`src/pkg/fault_record_pkg.sv`:
```
// fault_record_pkg: record layout, sweep and timing constants for the fault record capture block
// assumes a 40 MHz system clock and a 26-step adc sweep numbered 0..25
package fault_record_pkg;
  localparam int unsigned clk_hz = 40000000;
  localparam int unsigned tick_us = 200;
  localparam int unsigned tick_cycles = (clk_hz / 1000000) * tick_us;
  localparam logic [12:0] tick_last = 13'(tick_cycles - 1);
  localparam logic [7:0] record_len = 8'h93;
  localparam logic [7:0] record_last = 8'h92;
  localparam int unsigned page_count = 6;
  localparam logic [4:0] sweep_last = 5'h19;
  localparam logic [7:0] pos_fault_code = 8'h00;
  localparam logic [7:0] pos_stamp0 = 8'h01;
  localparam logic [7:0] pos_int_temp_hi = 8'h15;
  localparam logic [7:0] pos_int_temp_lo = 8'h16;
  localparam logic [7:0] pos_ext_peak_hi = 8'h17;
  localparam logic [7:0] pos_ext_peak_lo = 8'h18;
  localparam logic [7:0] pos_page0 = 8'h1B;
  localparam logic [7:0] page_len = 8'h14;
  // offsets inside one event page
  localparam logic [4:0] pg_vout = 5'h00;
  localparam logic [4:0] pg_iout = 5'h04;
  localparam logic [4:0] pg_iin_chan = 5'h06;
  localparam logic [4:0] pg_vin = 5'h08;
  localparam logic [4:0] pg_iin = 5'h0A;
  localparam logic [4:0] pg_status_vout = 5'h0C;
  localparam logic [15:0] ext_peak_reset = 16'h8000;
  localparam logic [7:0] reserved_byte = 8'h00;
endpackage : fault_record_pkg

```
`src/rtl/uptime_counter.sv`:
```
// uptime_counter: 48-bit timestamp in 200 us steps since reset
// assumes ref_clk at the package clock rate
`timescale 1ns/100ps
module uptime_counter (
  input wire logic ref_clk, // system clock
  input wire logic rstn, // async reset, active low
  output logic [47:0] uptime_timestamp // time since reset
);
  import fault_record_pkg::*;
  logic [12:0] div_q, div_d;
  logic [47:0] cnt_q, cnt_d;
  always_comb begin
    div_d = (div_q == tick_last) ? 13'h0000 : div_q + 13'h0001;
    cnt_d = (div_q == tick_last) ? cnt_q + 48'h0000_0000_0001 : cnt_q;
  end
  always_ff @(posedge ref_clk or negedge rstn) begin
    if (!rstn) begin
      div_q <= 13'h0000;
      cnt_q <= 48'h0000_0000_0000;
    end else begin
      div_q <= div_d;
      cnt_q <= cnt_d;
    end
  end
  assign uptime_timestamp = cnt_q;
endmodule : uptime_counter

```
`src/rtl/fault_record_capture.sv`:
```
// fault_record_capture: builds the 147-byte fault record, finishes the adc sweep, then streams it to nvm
// assumes telemetry, sweep step and fault inputs come from logic on ref_clk; nvm writes accept on ready
// Operation
// - internal temperature of the last event goes to bytes 21 high, 22 low
// - peak external temperature since peak clear goes to bytes 23 high, 24 low
// - newest event page is filled with telemetry current at the sweep_done of sweep step 25
// - an event page holds the adc sweep running at the fault; a fault in the cycle of the step 25 sweep_done takes the next sweep
// - after a fault, conversion continues through sweep step 25 before storing
// - header and all six pages are then written to nvm as one record
// - read block length is 147, zero when nothing captured
// - byte 0 holds the code of the triggering fault
// - 48-bit 200 us timestamp copied to bytes 1 to 6, low byte first
`timescale 1ns/100ps
module fault_record_capture (
  input wire logic ref_clk, // system clock
  input wire logic rstn, // async reset, active low
  input wire logic fault_trigger, // one-cycle fault pulse
  input wire logic [7:0] fault_code, // source of fault, valid with trigger
  input wire logic [4:0] sweep_step, // adc sweep step being converted
  input wire logic sweep_done, // pulse: conversion of sweep_step finished
  input wire logic [15:0] vout_value, // output voltage, linear16
  input wire logic [15:0] iout_value, // output current, linear11
  input wire logic [15:0] channel_input_current, // channel input current
  input wire logic [15:0] vin_value, // input voltage
  input wire logic [15:0] iin_value, // input current
  input wire logic [7:0] status_vout, // output status byte
  input wire logic [15:0] int_temp, // internal temperature, linear11
  input wire logic [15:0] ext_temp, // external temperature, linear11
  input wire logic peak_clear_command, // pulse: restart peak tracking
  input wire logic [7:0] read_addr, // fault_record_read byte index
  output logic [7:0] read_data, // byte at read_addr
  output logic [7:0] read_length, // block length reported
  output logic nvm_wr_valid, // nvm write request
  input wire logic nvm_wr_ready, // nvm accepts write
  output logic [7:0] nvm_wr_addr, // record byte index
  output logic [7:0] nvm_wr_data, // record byte
  output logic busy // capture or store under way
);
  import fault_record_pkg::*;
  typedef enum logic [1:0] {
    st_idle = 2'b00,
    st_sweep = 2'b01,
    st_store = 2'b10
  } state_type;
  // the spare code 2'b11 is never entered; the case default returns it to idle
  state_type state_q, state_d;
  logic [47:0] uptime_timestamp;
  logic [7:0] mem_q [0:146];
  logic [7:0] mem_d [0:146];
  logic [7:0] code_q, code_d;
  logic [47:0] stamp_q, stamp_d;
  logic [15:0] peak_q, peak_d;
  logic [7:0] ptr_q, ptr_d;
  logic valid_q, valid_d;
  logic [7:0] rd_q, rd_d;
  logic [7:0] wdat_q, wdat_d;

  // the timestamp runs free from reset; only its value at the accepted trigger is kept
  uptime_counter u_uptime (
    .ref_clk(ref_clk),
    .rstn(rstn),
    .uptime_timestamp(uptime_timestamp)
  );

  // compare linear11 values exactly: the exponent is offset by 16 so every shift is to the left
  // and no mantissa bit is lost, as a right shift of a small mantissa would lose it
  function automatic logic signed [47:0] lin11_mag(input logic [15:0] v);
    logic [4:0] sh;
    logic signed [47:0] m;
    sh = {~v[15], v[14:11]};
    m = 48'(signed'(v[10:0]));
    lin11_mag = m <<< sh;
  endfunction : lin11_mag

  // positions that read zero whatever an earlier record left in them
  function automatic logic is_reserved(input int idx);
    is_reserved = (idx == 19) || (idx == 20) || (idx == 25) || (idx == 26) ||
      (idx == 29) || (idx == 30) || (idx == 40);
  endfunction : is_reserved

  // the peak tracker runs in every state, so a capture records the maximum seen before its edge
  always_comb begin
    peak_d = peak_q;
    if (peak_clear_command) begin
      peak_d = ext_peak_reset;
    end else if (peak_q == ext_peak_reset || lin11_mag(ext_temp) > lin11_mag(peak_q)) begin
      peak_d = ext_temp;
    end
  end

  always_ff @(posedge ref_clk or negedge rstn) begin
    if (!rstn) begin
      peak_q <= ext_peak_reset;
    end else begin
      peak_q <= peak_d;
    end
  end

  // fault identity and time are latched only at an accepted trigger, so later triggers cannot disturb them
  always_comb begin
    code_d = code_q;
    stamp_d = stamp_q;
    if (state_q == st_idle && fault_trigger) begin
      code_d = fault_code;
      stamp_d = uptime_timestamp;
    end
  end

  always_ff @(posedge ref_clk or negedge rstn) begin
    if (!rstn) begin
      code_q <= 8'h00;
      stamp_q <= 48'h0000_0000_0000;
    end else begin
      code_q <= code_d;
      stamp_q <= stamp_d;
    end
  end

  // older pages are never written and keep their reset zeros; only the newest page is rebuilt here
  always_comb begin
    state_d = state_q;
    ptr_d = ptr_q;
    valid_d = valid_q;
    for (int i = 0; i < 147; i++) begin
      mem_d[i] = mem_q[i];
    end
    unique case (state_q)
      st_idle: begin
        // a trigger outside idle is dropped: one record per capture
        if (fault_trigger) begin
          state_d = st_sweep;
        end
      end
      st_sweep: begin
        // each finished step of the running sweep updates the newest page
        if (sweep_done) begin
          mem_d[pos_page0 + 8'(pg_vout)] = vout_value[15:8];
          mem_d[pos_page0 + 8'(pg_vout) + 8'h01] = vout_value[7:0];
          mem_d[pos_page0 + 8'(pg_iout)] = iout_value[15:8];
          mem_d[pos_page0 + 8'(pg_iout) + 8'h01] = iout_value[7:0];
          mem_d[pos_page0 + 8'(pg_iin_chan)] = channel_input_current[15:8];
          mem_d[pos_page0 + 8'(pg_iin_chan) + 8'h01] = channel_input_current[7:0];
          mem_d[pos_page0 + 8'(pg_vin)] = vin_value[15:8];
          mem_d[pos_page0 + 8'(pg_vin) + 8'h01] = vin_value[7:0];
          mem_d[pos_page0 + 8'(pg_iin)] = iin_value[15:8];
          mem_d[pos_page0 + 8'(pg_iin) + 8'h01] = iin_value[7:0];
          mem_d[pos_page0 + 8'(pg_status_vout)] = status_vout;
          if (sweep_step == sweep_last) begin
            mem_d[pos_fault_code] = code_q;
            for (int b = 0; b < 6; b++) begin
              mem_d[pos_stamp0 + 8'(b)] = stamp_q[8*b +: 8];
            end
            mem_d[pos_int_temp_hi] = int_temp[15:8];
            mem_d[pos_int_temp_lo] = int_temp[7:0];
            mem_d[pos_ext_peak_hi] = peak_q[15:8];
            mem_d[pos_ext_peak_lo] = peak_q[7:0];
            ptr_d = 8'h00;
            state_d = st_store;
          end
        end
      end
      st_store: begin
        // ready low holds index and byte in place; there is no timeout, nvm must answer
        if (nvm_wr_ready) begin
          if (ptr_q == record_last) begin
            valid_d = 1'b1;
            state_d = st_idle;
          end else begin
            ptr_d = ptr_q + 8'h01;
          end
        end
      end
      default: state_d = st_idle;
    endcase
    // reserved positions forced to zero
    for (int r = 0; r < 147; r++) begin
      if (is_reserved(r)) begin
        mem_d[r] = reserved_byte;
      end
    end
  end

  // host and nvm bytes come from flip-flops; the nvm byte is launched together with its index
  always_comb begin
    rd_d = (read_addr <= record_last) ? mem_q[read_addr] : reserved_byte;
    wdat_d = (state_d == st_store) ? mem_d[ptr_d] : reserved_byte;
  end

  always_ff @(posedge ref_clk or negedge rstn) begin
    if (!rstn) begin
      rd_q <= 8'h00;
      wdat_q <= 8'h00;
    end else begin
      rd_q <= rd_d;
      wdat_q <= wdat_d;
    end
  end

  always_ff @(posedge ref_clk or negedge rstn) begin
    if (!rstn) begin
      state_q <= st_idle;
      ptr_q <= 8'h00;
      valid_q <= 1'b0;
    end else begin
      state_q <= state_d;
      ptr_q <= ptr_d;
      valid_q <= valid_d;
    end
  end

  // record bytes have their own register group so the control registers above stay small
  always_ff @(posedge ref_clk or negedge rstn) begin
    if (!rstn) begin
      for (int i = 0; i < 147; i++) begin
        mem_q[i] <= 8'h00;
      end
    end else begin
      for (int i = 0; i < 147; i++) begin
        mem_q[i] <= mem_d[i];
      end
    end
  end

  assign read_data = rd_q;
  assign read_length = valid_q ? record_len : 8'h00;
  assign nvm_wr_valid = (state_q == st_store);
  assign nvm_wr_addr = ptr_q;
  assign nvm_wr_data = wdat_q;
  assign busy = (state_q != st_idle);
endmodule : fault_record_capture

```
`config.mk`:
```
export PLATFORM = sky130hd
export DESIGN_NAME = fault_record_capture
export DESIGN_NICKNAME = d
export VERILOG_FILES = /design/src/pkg/fault_record_pkg.sv /design/src/rtl/uptime_counter.sv /design/src/rtl/fault_record_capture.sv
export SDC_FILE = /design/constraint.sdc
export NUM_CORES = 1
export LEC_CHECK = 0
export CORE_MARGIN = 1
export CORE_UTILIZATION = 60
export DETAILED_ROUTE_END_ITERATION = 6
export DONT_BUFFER_PORTS = 1
export PLACE_DENSITY_LB_ADDON = 0.3
export SYNTH_ARGS = -nofsm -noshare
export SYNTH_HDL_FRONTEND = slang
export SYNTH_SLANG_ARGS = --single-unit
export TNS_END_PERCENT = 10
```
`constraint.sdc`:
```
create_clock -name ref_clk -period 10.1 [get_ports ref_clk]
set_input_delay 2.525 -clock ref_clk [delete_from_list [all_inputs] [get_ports ref_clk]]
set_output_delay 2.525 -clock ref_clk [all_outputs]
set_load 0.005 [all_outputs]
```
# After elaboration in Yosys (flattened, before gate mapping)

Cells that the tools add are included.

Register bits after elaboration: 336
Input port bits: 147
Output and inout port bits: 34
Word-level logic and storage cells: 91

Add/sub/neg operators: 3
Order comparisons: 4
Equality and inequality tests: 7
Shift operators: 2
Multiplexer cells: 33
Bitwise logic cells: 4
Reductions and logical operators: 6

Operator list:

| kind                                                            | number |
|---|---|
| 56-bit 2-to-1 mux                                               | 3 |
| 72-bit 2-to-1 mux                                               | 2 |
| 8-bit binary-select mux with 8-bit select                       | 2 |
| 32-bit 2-to-1 mux                                               | 3 |
| 11-bit by 5-bit <<< shifter with 48-bit output                  | 2 |
| 8-bit 2-to-1 mux                                                | 11 |
| 16-bit 2-to-1 mux                                               | 4 |
| 48-bit by 1-bit adder with 48-bit output, second input constant | 1 |
| 48-bit greater-than comparator                                  | 1 |
| 9-bit greater-or-equal comparator, second input constant        | 2 |
| 8-bit NOT with 9-bit output                                     | 2 |
| 16-bit == test, second input constant                           | 1 |
| 8-bit one-hot mux with 2 select lines                           | 1 |
| 13-bit by 1-bit adder with 13-bit output, second input constant | 1 |
| 13-bit == test, second input constant                           | 1 |
| 13-bit 2-to-1 mux                                               | 1 |
| 2-bit 2-to-1 mux                                                | 5 |
| 8-bit by 1-bit adder with 8-bit output, second input constant   | 1 |
| 8-bit == test, second input constant                            | 1 |
| 8-bit less-or-equal comparator, second input constant           | 1 |
| 2-bit one-hot mux with 3 select lines                           | 1 |
| 5-bit == test, second input constant                            | 1 |
| 2-bit == test, second input constant                            | 2 |
| 2-bit nonzero test                                              | 2 |
| 6 further kinds                                                 | 7 |

# Logic depth before layout (Yosys ltp)

Gate-level depths: netlist of the first run.

Word-level depth: 9
Depth in mapped cells: 19
Depth with buffers taken out: 17

# Hierarchy

Synthesis of the first run repeated with hierarchy kept, for this count alone.

Cell total of the unflattened synthesis: 1800
Area, all modules: 19328.5 µm²

Modules (own cells, without submodules):

| module               | times used | cells an instance | area each (µm²) | sequential area each (µm²) |
|---|---|---|---|---|
| fault_record_capture | 1          | 1530              | 16428.3         | 6882.9 |
| uptime_counter       | 1          | 270               | 2900.3          | 1526.5 |

# Worst setup path before layout of the first run

Ideal clock, no wire load.

Path kind: input-to-reg
Start: input port ext_temp[11]
End: register peak_q[12]
Setup time: 125 ps
Arrival time: 6347 ps
Data required time: 9975 ps
Setup slack: 3628 ps
Cell stages on the path: 17
Buffers on the path: 3
Path through: clkbuf_1 -> clkbuf_1 -> mux2_2 -> o21ai_0 -> mux2i_1 -> o21ai_0 -> o21ai_0 -> ha_1 -> nand4_1 -> nor3_1 -> inv_1 -> nor4_1 -> nand4_1 -> o311a_1 -> o22ai_1 -> buf_2 -> mux2_2

Cells in the longest elaborated chain, start to end: 4

Ends and longest elaborated chain:

| element                                        | RTL line                   | source |
|---|---|---|
| start, declared                                | fault_record_capture.sv:28 | `input wire logic [15:0] ext_temp,` |
| 11-bit by 5-bit <<< shifter with 48-bit output | fault_record_capture.sv:72 | `lin11_mag = m <<< sh;` |
| 48-bit greater-than comparator                 | fault_record_capture.sv:86 | `end else if (peak_q == ext_peak_reset \|\| lin11_mag(ext_temp) > lin11_mag(peak_q)) begin` |
| 1-bit logical OR                               | fault_record_capture.sv:86 |  |
| 2-bit nonzero test (no source line)            | --                         |  |
| end signal, assigned                           | fault_record_capture.sv:93 | `peak_q <= ext_peak_reset;` |
| end signal, assigned                           | fault_record_capture.sv:95 | `peak_q <= peak_d;` |
| end, declared                                  | fault_record_capture.sv:52 | `logic [15:0] peak_q, peak_d;` |

No other way between the ends.
A chain may end at the register's enable or synchronous reset.

# Worst setup path in the final report of the first run

Start: input port sweep_step[2]
End: register wdat_q[7] (netlist: nvm_wr_data[7])

Cells in the longest elaborated chain, start to end: 9
Elaborated cells on any way between the ends: 19
Classes of those cells: eq/ne (2); mux (16); bitwise (1)

Ends and longest elaborated chain:

| element                                              | RTL line                    | source |
|---|---|---|
| start, declared                                      | fault_record_capture.sv:19  | `input wire logic [4:0] sweep_step,` |
| 5-bit == test (*)                                    | fault_record_capture.sv:148 | `if (sweep_step == sweep_last) begin` |
| 8-bit 2-to-1 mux                                     | fault_record_capture.sv:148 |  |
| 8-bit 2-to-1 mux                                     | fault_record_capture.sv:136 | `if (sweep_done) begin` |
| 8-bit one-hot mux with 2 select lines                | fault_record_capture.sv:127 | `unique case (state_q)` |
| 8-bit NOT with 9-bit output (not written as such)    | fault_record_capture.sv:186 | `wdat_d = (state_d == st_store) ? mem_d[ptr_d] : reserved_byte;` |
| 8-bit binary-select mux with 8-bit select            | fault_record_capture.sv:186 |  |
| 8-bit 2-to-1 mux (not written as such) (2 in series) | fault_record_capture.sv:186 |  |
| 8-bit 2-to-1 mux (*)                                 | fault_record_capture.sv:186 |  |
| net wdat_d[7]                                        | fault_record_capture.sv:56  | `logic [7:0] wdat_q, wdat_d;` |
| end signal, assigned                                 | fault_record_capture.sv:195 | `wdat_q <= wdat_d;` |
| end, declared                                        | fault_record_capture.sv:56  |  |

The timed path passes the listed nets; every way through them passes the cells marked *. The select of a mux whose other input is x is not followed.

==> results of run 1 <==
[worst min path at each step]
| stage | start | end | slack [ns] | cells after the start |
|---|---|---|---|---|
| floorplan | u_uptime.uptime_timestamp[47] | u_uptime.uptime_timestamp[47] | 0.44 | 1 |
| global placement | u_uptime.uptime_timestamp[47] | u_uptime.uptime_timestamp[47] | 0.46 | 1 |
| CTS | u_uptime.div_q[4] | u_uptime.div_q[4] | 0.48 | 1 |
| detailed placement | u_uptime.div_q[4] | u_uptime.div_q[4] | 0.46 | 1 |
| finish | u_uptime.div_q[4] | u_uptime.div_q[4] | 0.48 | 1 |
| global route | u_uptime.uptime_timestamp[47] | u_uptime.uptime_timestamp[47] | 0.50 | 1 |
[sequential cells by signal (all words and copies together) (netlist names)]
| name | count |
|---|---|
| nvm_wr_addr | 8 |
| nvm_wr_data | 8 |
| peak_q | 16 |
| read_data | 8 |
| stamp_q | 48 |
| mem_q | 176 |
| u_uptime.div_q | 13 |
| state_q | 2 |
| code_q | 8 |
| valid_q | 1 |
| u_uptime.uptime_timestamp | 48 |
[routing by layer]
metal | GRT usage [%] | wire length, um | up-vias | share of wire [%]
met2 | 50.1 | 24600 | 605 | 47
met5 | 0 | 41 | - | 0.079
met4 | 15.0 | 2480 | 8 | 4.8
li1 | - | - | 6354 | -
met3 | 6.78 | 3910 | 155 | 7.5
met1 | 41.4 | 21100 | 7183 | 40
[power breakdown]
group / total, W / internal (W) / switching [W]
sequential: 0.00179 / 0.00160 / 0.000191
clock: 0.00128 / 0.000748 / 0.000533
combinational: 0.00129 / 0.000611 / 0.000676
[metrics by stage]
step	cell area [um2]	worst slack, ns	power (W)	cells	hold WS [ns]
5_1_grt	20600	4.13	0.00456	2144	0.503
3_3_place_gp	19400	3.84	0.00302	2070	0.459
6_report	20600	4.29	0.00436	2146	0.477
2_1_floorplan	19400	3.63	0.00275	1782	0.438
3_5_place_dp	19400	3.85	0.00307	2070	0.464
4_1_cts	20600	4.37	0.00435	2135	0.478
[cells by family (layout without fill, tap and decap cells)]
family                   after synthesis  count (layout)  synth area share (%)
flip-flops                           336             336                  43.5
XOR/XNOR                              58              58                  2.63
buffers and inverters                157             108                  3.47
AO/OA/AOI/OAI                        344             344                  11.8
AND/OR/NAND/NOR                      438             438                  11.6
other                                  1              15                0.0194
adder cells (fa/ha/maj)               50              50                  3.23
multiplexers                         395             395                  23.8
[critical path, cell delays in order]
cell and delay [ns]:
nand3b_1 0.27, o32a_1 0.49, a21o_1 0.25, o21ai_2 0.13
buf_4 0.44, inv_2 0.55, nor2_1 0.72, a221oi_1 0.29
a31oi_1 0.26, and4b_1 0.24
[final cells by class]
cell class	instances	area (um2)
antenna	11	27.5
clock buffer	55	1050
clock inverter	10	97.6
fill	2451	11000
inverter	34	128
multi-input combinational	1289	10300
sequential	336	8410
tap	402	503
timing repair buffer	9	67.6
[cells in the final DEF, fill, tap and decap left out, types with 24 or more instances in the layout]
master | synthesis | layout
mux4_2 | 24 | 24
xnor2_1 | 33 | 33
nand2_1 | 115 | 113
a21oi_1 | 82 | 82
o21ai_0 | 82 | 82
mux2i_1 | 96 | 96
mux2_2 | 272 | 272
xor2_1 | 25 | 25
nor2_1 | 121 | 121
a221oi_1 | 24 | 24
nand3_1 | 31 | 31
clkbuf_16 | 0 | 36
dfrtp_1 | 335 | 335
inv_1 | 30 | 30
ha_1 | 50 | 50
==> run metrics, run 1 <==
status=complete, no violations; WL final=52.1 mm; gpl congestion=0.953; WL per Instance=24.3 um; GRT overflow=0; vias in the first global route=14,200; R2R Path End=peak_q[2]; clk sinks=336; Initial Utilization=61.1%; final setup vio count=0; crit path kind=input port to flop; die area=33,000 um2; CTS clk-pin slew, worst paths=0.06 ns; Area contributors post-synth=dfrtp_1, mux2_2, mux2i_1; WP data required=10.55 ns; Setup crit end=nvm_wr_data[7]; count leader, synth=dfrtp_1; I/O pin count=181; RSZ-0062 raised after global routing=false; Synth Cell Area=19,300 um2; Peak Freq=0.172 GHz; setup TNS=0 ns; Area growth syn-to-layout=6.43%; Final period util=57.5%; register area share after synthesis=43.5%; CTS tree=done; Final Hold Vio Count=0; Die Height=182 um; crit path capture type=flop; max cap viols=0; R2R cell count=15; initial DRC count=1,599; first-pass GRT wire length=80.7 mm; Horiz. Die Dim=182 um; minimum clock period=5.81 ns; crit path DAT=6.26 ns; Worst R2R Start=peak_q[12]; DR DRC count=0; Yosys top cell by area=dfrtp_1; row count=65; Register-to-Register Setup Slack=5.28 ns; Routed Antenna Nets=0; initial antenna violation count=17; 1st-pass router iterations=6; Via Count=14,300; Yosys reg bits=336; Min-Delay Path Class=flop to flop; EDFF count, synth=0; Longest Clk Path Bufs=3; post-CTS setup buffer count=0; PwrDens=212 nW/um2; Top FF cell, synth=dfrtp_1; GRT Util Overall=31.5%; Ys Warns=0; worst skew pair latency=0.52 ns; P_leak=9.33 nW; measured slew at the worst slew-check pin=1.29 ns; Worst Setup Start Kind=input port; number of max-slew violations in the final report=0; top-area cell type share of the netlist area=43.3%; syn_area_per_cell=10.9 um2; Post-synth top cells=dfrtp_1, mux2_2, nor2_1, nand2_1, mux2i_1; Worst slew margin=13.8%; Gate Count Post-Synth=1,779; share of cells above drive strength 1=23.2%; Via density=6.67; clock buffer count from CTS=36; Detailed Place HPWL=36.5 mm; CP startpoint=sweep_step[2]; Util after Layout=65.1%; IO buf count=0; Worst VDD drop=184 uV; fin nets=1,903; Root Driver=clkbuf_16; hold bufs inserted after CTS=0; Async SR Flop Fraction=100%; Core ar.=31,600 um2; largest net degree at the start of global routing=337; Post-CTS Resized=0; Worst Path Max Fanout=40; clock skew=0.0165 ns; Cell variety after synth=83; htree depth=2
(Power assumes the default switching activity.)
==> run 2, diff against run 1 <==
--- a/config.mk
+++ b/config.mk
@@ -5,6 +5,7 @@
 export SDC_FILE = /design/constraint.sdc
 export NUM_CORES = 1
 export LEC_CHECK = 0
+export ABC_AREA = 1
 export CORE_MARGIN = 1
 export CORE_UTILIZATION = 60
 export DETAILED_ROUTE_END_ITERATION = 6
==> constraint.sdc (replaced) <==
create_clock -name ref_clk -period 5.4 [get_ports ref_clk]
set_input_delay 1.35 -clock ref_clk [delete_from_list [all_inputs] [get_ports ref_clk]]
set_output_delay 1.35 -clock ref_clk [all_outputs]
set_load 0.005 [all_outputs]
==> run metrics, run 2 <==
hold bufs inserted after CTS=0 (unchanged); 1st-pass router iterations=6 (unchanged); measured slew at the worst slew-check pin=1.01 ns (-0.275 ns); Worst Path Max Fanout=17 (-57%); Root Driver=clkbuf_16; WL final=61.4 mm (+18%); Min-Delay Path Class=flop to flop; max cap viols=0 (unchanged); cell family with most CP delay=simple AND/OR/NAND/NOR gates; CTS tree=done; commonest non-fill, non-tap cell in the layout=nand2_1; Longest Clk Path Bufs=3 (unchanged); I/O pin count=181 (unchanged); syn_area_per_cell=7.34 um2 (-33%); Final Hold Vio Count=0 (unchanged); Post-synth top cells=nand2_1, dfrtp_1, o21ai_0, nand3_1, inv_1; Area contributors post-synth=dfrtp_1, nand2_1, o21ai_0; first-pass GRT wire length=97.8 mm (+21%); Gate Count Post-Synth=2,836 (+59%); RSZ-0062 raised after global routing=false; most frequent CP cell=nand2_1; initial DRC count=1,976 (+24%); vias in the first global route=18,200 (+28%); number of max-slew violations in the final report=0 (unchanged); share of cells above drive strength 1=8.10% (-15 points); pre-CTS setup slack=0.777 ns (-3.07 ns); Largest Register=mem_q; Detailed Place HPWL=43.3 mm (+19%); post-CTS setup buffer count=0 (unchanged); Initial Utilization=61.6% (+0.44 points); EDFF count, synth=0 (unchanged); crit path capture type=flop; Peak Freq=0.240 GHz; slowest stage delay, CP=0.63 ns (-0.09 ns); Area growth syn-to-layout=5.74%; gpl congestion=0.963 (+1.0%); Crit path buffers/inverters=1 (-1); Yosys reg bits=336 (unchanged); Ys Warns=0 (unchanged); status=complete, no violations; fin nets=2,933 (+54%); Top FF cell, synth=dfrtp_1; DR DRC count=0 (unchanged); die area=35,400 um2 (+7.5%); clk sinks=336 (unchanged); Via Count=19,100 (+33%); row count=67 (+3.1%); count leader, synth=nand2_1; IO buf count=0 (unchanged); Worst VDD drop=304 uV (+65%); Yosys top cell by area=dfrtp_1; WL per Instance=19.1 um (-21%); P_leak=10.4 nW (+11%); Worst Setup Start Kind=flop; top-area cell type share of the netlist area=40.3% (-3.0 points); clock skew=0.0164 ns (-0.000134 ns); PwrDens=404 nW/um2 (+91%); largest net degree at the start of global routing=337 (unchanged); Post-CTS Resized=0 (unchanged); Routed Antenna Nets=0 (unchanged); GRT Util Overall=34.7% (+3.2 points); initial antenna violation count=4 (-13); crit path DAT=4.59 ns (-1.67 ns); GRT overflow=0 (unchanged); Async SR Flop Fraction=100% (unchanged); Cell variety after synth=59 (-29%); slowest CP cell=dfrtp_1; max reg flops=176 (unchanged); Horiz. Die Dim=188 um (+3.7%); WP data required=5.82 ns (-4.73 ns); crit path kind=flop to flop; Core ar.=33,800 um2 (+6.8%); Synth Cell Area=20,800 um2 (+7.6%); worst skew pair latency=0.54 ns (+0.02 ns); CTS clk-pin slew, worst paths=0.06 ns (about the same); minimum clock period=4.16 ns; Final period util=77.1%; register area share after synthesis=40.4% (-3.1 points); Die Height=188 um (+3.7%); Worst slew margin=32.5% (+19 points); final setup vio count=0 (unchanged); Via density=5.93 (-11%); htree depth=2 (unchanged); worst setup margin=1.24 ns (-3.06 ns); most frequent cells in the layout=nand2_1, dfrtp_1, o21ai_0, nand3_1, inv_1; setup TNS=0 ns (unchanged); clock buffer count from CTS=37 (+2.8%); worst-path cell chain=inv_1, nand2_1, o21ai_0, o21ai_0, o21ai_0, o21ai_0, o21ai_0, ha_1, nand2_1, nor4_1, nand2_1, or3_1, nand2_1, nand2_1, nand3_1, nand2_1
==> run 2: cell types whose count changed in the layout (fill, tap and decap cells not counted), sizes merged, moves of 23 or more <==
| cell | delta |
|---|---|
| nor2 | +63 |
| a221oi | -23 |
| o21ai | +261 |
| a21oi | +28 |
| nand3 | +243 |
| mux2i | -82 |
| inv | +246 |
| xnor2 | -32 |
| nand2 | +679 |
| mux4 | -24 |
| mux2 | -217 |
==> run 2: area by class of cell <==
cell class / instances / area [um2]
timing repair buffer: 19 / 155
multi-input combinational: 2059 / 10600
tap: 448 / 561
fill: 2943 / 11800
clock inverter: 20 / 190
inverter: 283 / 1070
sequential: 336 / 8410
clock buffer: 48 / 1040
antenna: 6 / 15.0
==> run 2: cells by family after synthesis <==
| group | count (synthesis) | share of synthesized area (%) |
|---|---|---|
| xor gates and xnor gates | 43 | 1.81 |
| AOI/OAI and AO/OA | 527 | 13.7 |
| other | 1 | 0.0180 |
| muxes | 72 | 3.81 |
| and+or+nand+nor | 1363 | 28.3 |
| adders and majority gates | 50 | 3.01 |
| buffers and inverters | 444 | 8.91 |
| DFF | 336 | 40.4 |
==> run 2: power by group <==
part,switching [W],internal (W),total [W],leakage (nW)
registers,0.000312,0.00307,0.00338,4.24
logic,0.00189,0.00107,0.00296,5.52
clock network,0.00107,0.00147,0.00254,0.613
==> run 2: worst register-to-register path, delay by kind of cell, from the launching register on <==
family / cells / cell delay, ns
AOI/OAI and AO/OA: 5 / 1.11
adders and majority gates: 1 / 0.37
buffers and inverters: 1 / 0.22
DFF: 1 / 0.63
and+or+nand+nor: 9 / 1.73
==> run 2: worst paths after layout <==
check	startpoint	end	slack [ns]	cells after the start
worst max-delay path	peak_q[11]	peak_q[6]	1.24	16
worst min-delay path	u_uptime.div_q[0]	u_uptime.div_q[0]	0.47	1
worst max register to register	peak_q[11]	peak_q[6]	1.24	16
worst min register to register	u_uptime.div_q[0]	u_uptime.div_q[0]	0.47	1
max in group asynchronous	rstn	mem_q[893]	4.06	0
min in group asynchronous	rstn	mem_q[864]	0.50	0
==> run 2: layer usage <==
metal | vias up | GRT usage, % | part of all wire, %
li1 | 9116 | - | -
met1 | 9033 | 48.0 | 43
met2 | 823 | 55.4 | 46
met3 | 105 | 4.99 | 7.9
met4 | 0 | 13.6 | 3.2
met5 | - | 0 | 0
==> run 2: per-stage QoR <==
step / area (um2) / instances / utilization, % / total power, W / hold WS [ns]
floorplan: 20800 / 2839 / - / 0.00562 / 0.431
CTS: 22000 / 3213 / 65.1 / 0.00886 / 0.469
finish: 22000 / 3219 / 65.1 / 0.00888 / 0.470
detailed placement: 20800 / 3145 / 61.4 / 0.00631 / 0.460
global route: 22000 / 3216 / 65.1 / 0.00943 / 0.492
global placement: 20800 / 3145 / 61.4 / 0.00623 / 0.445
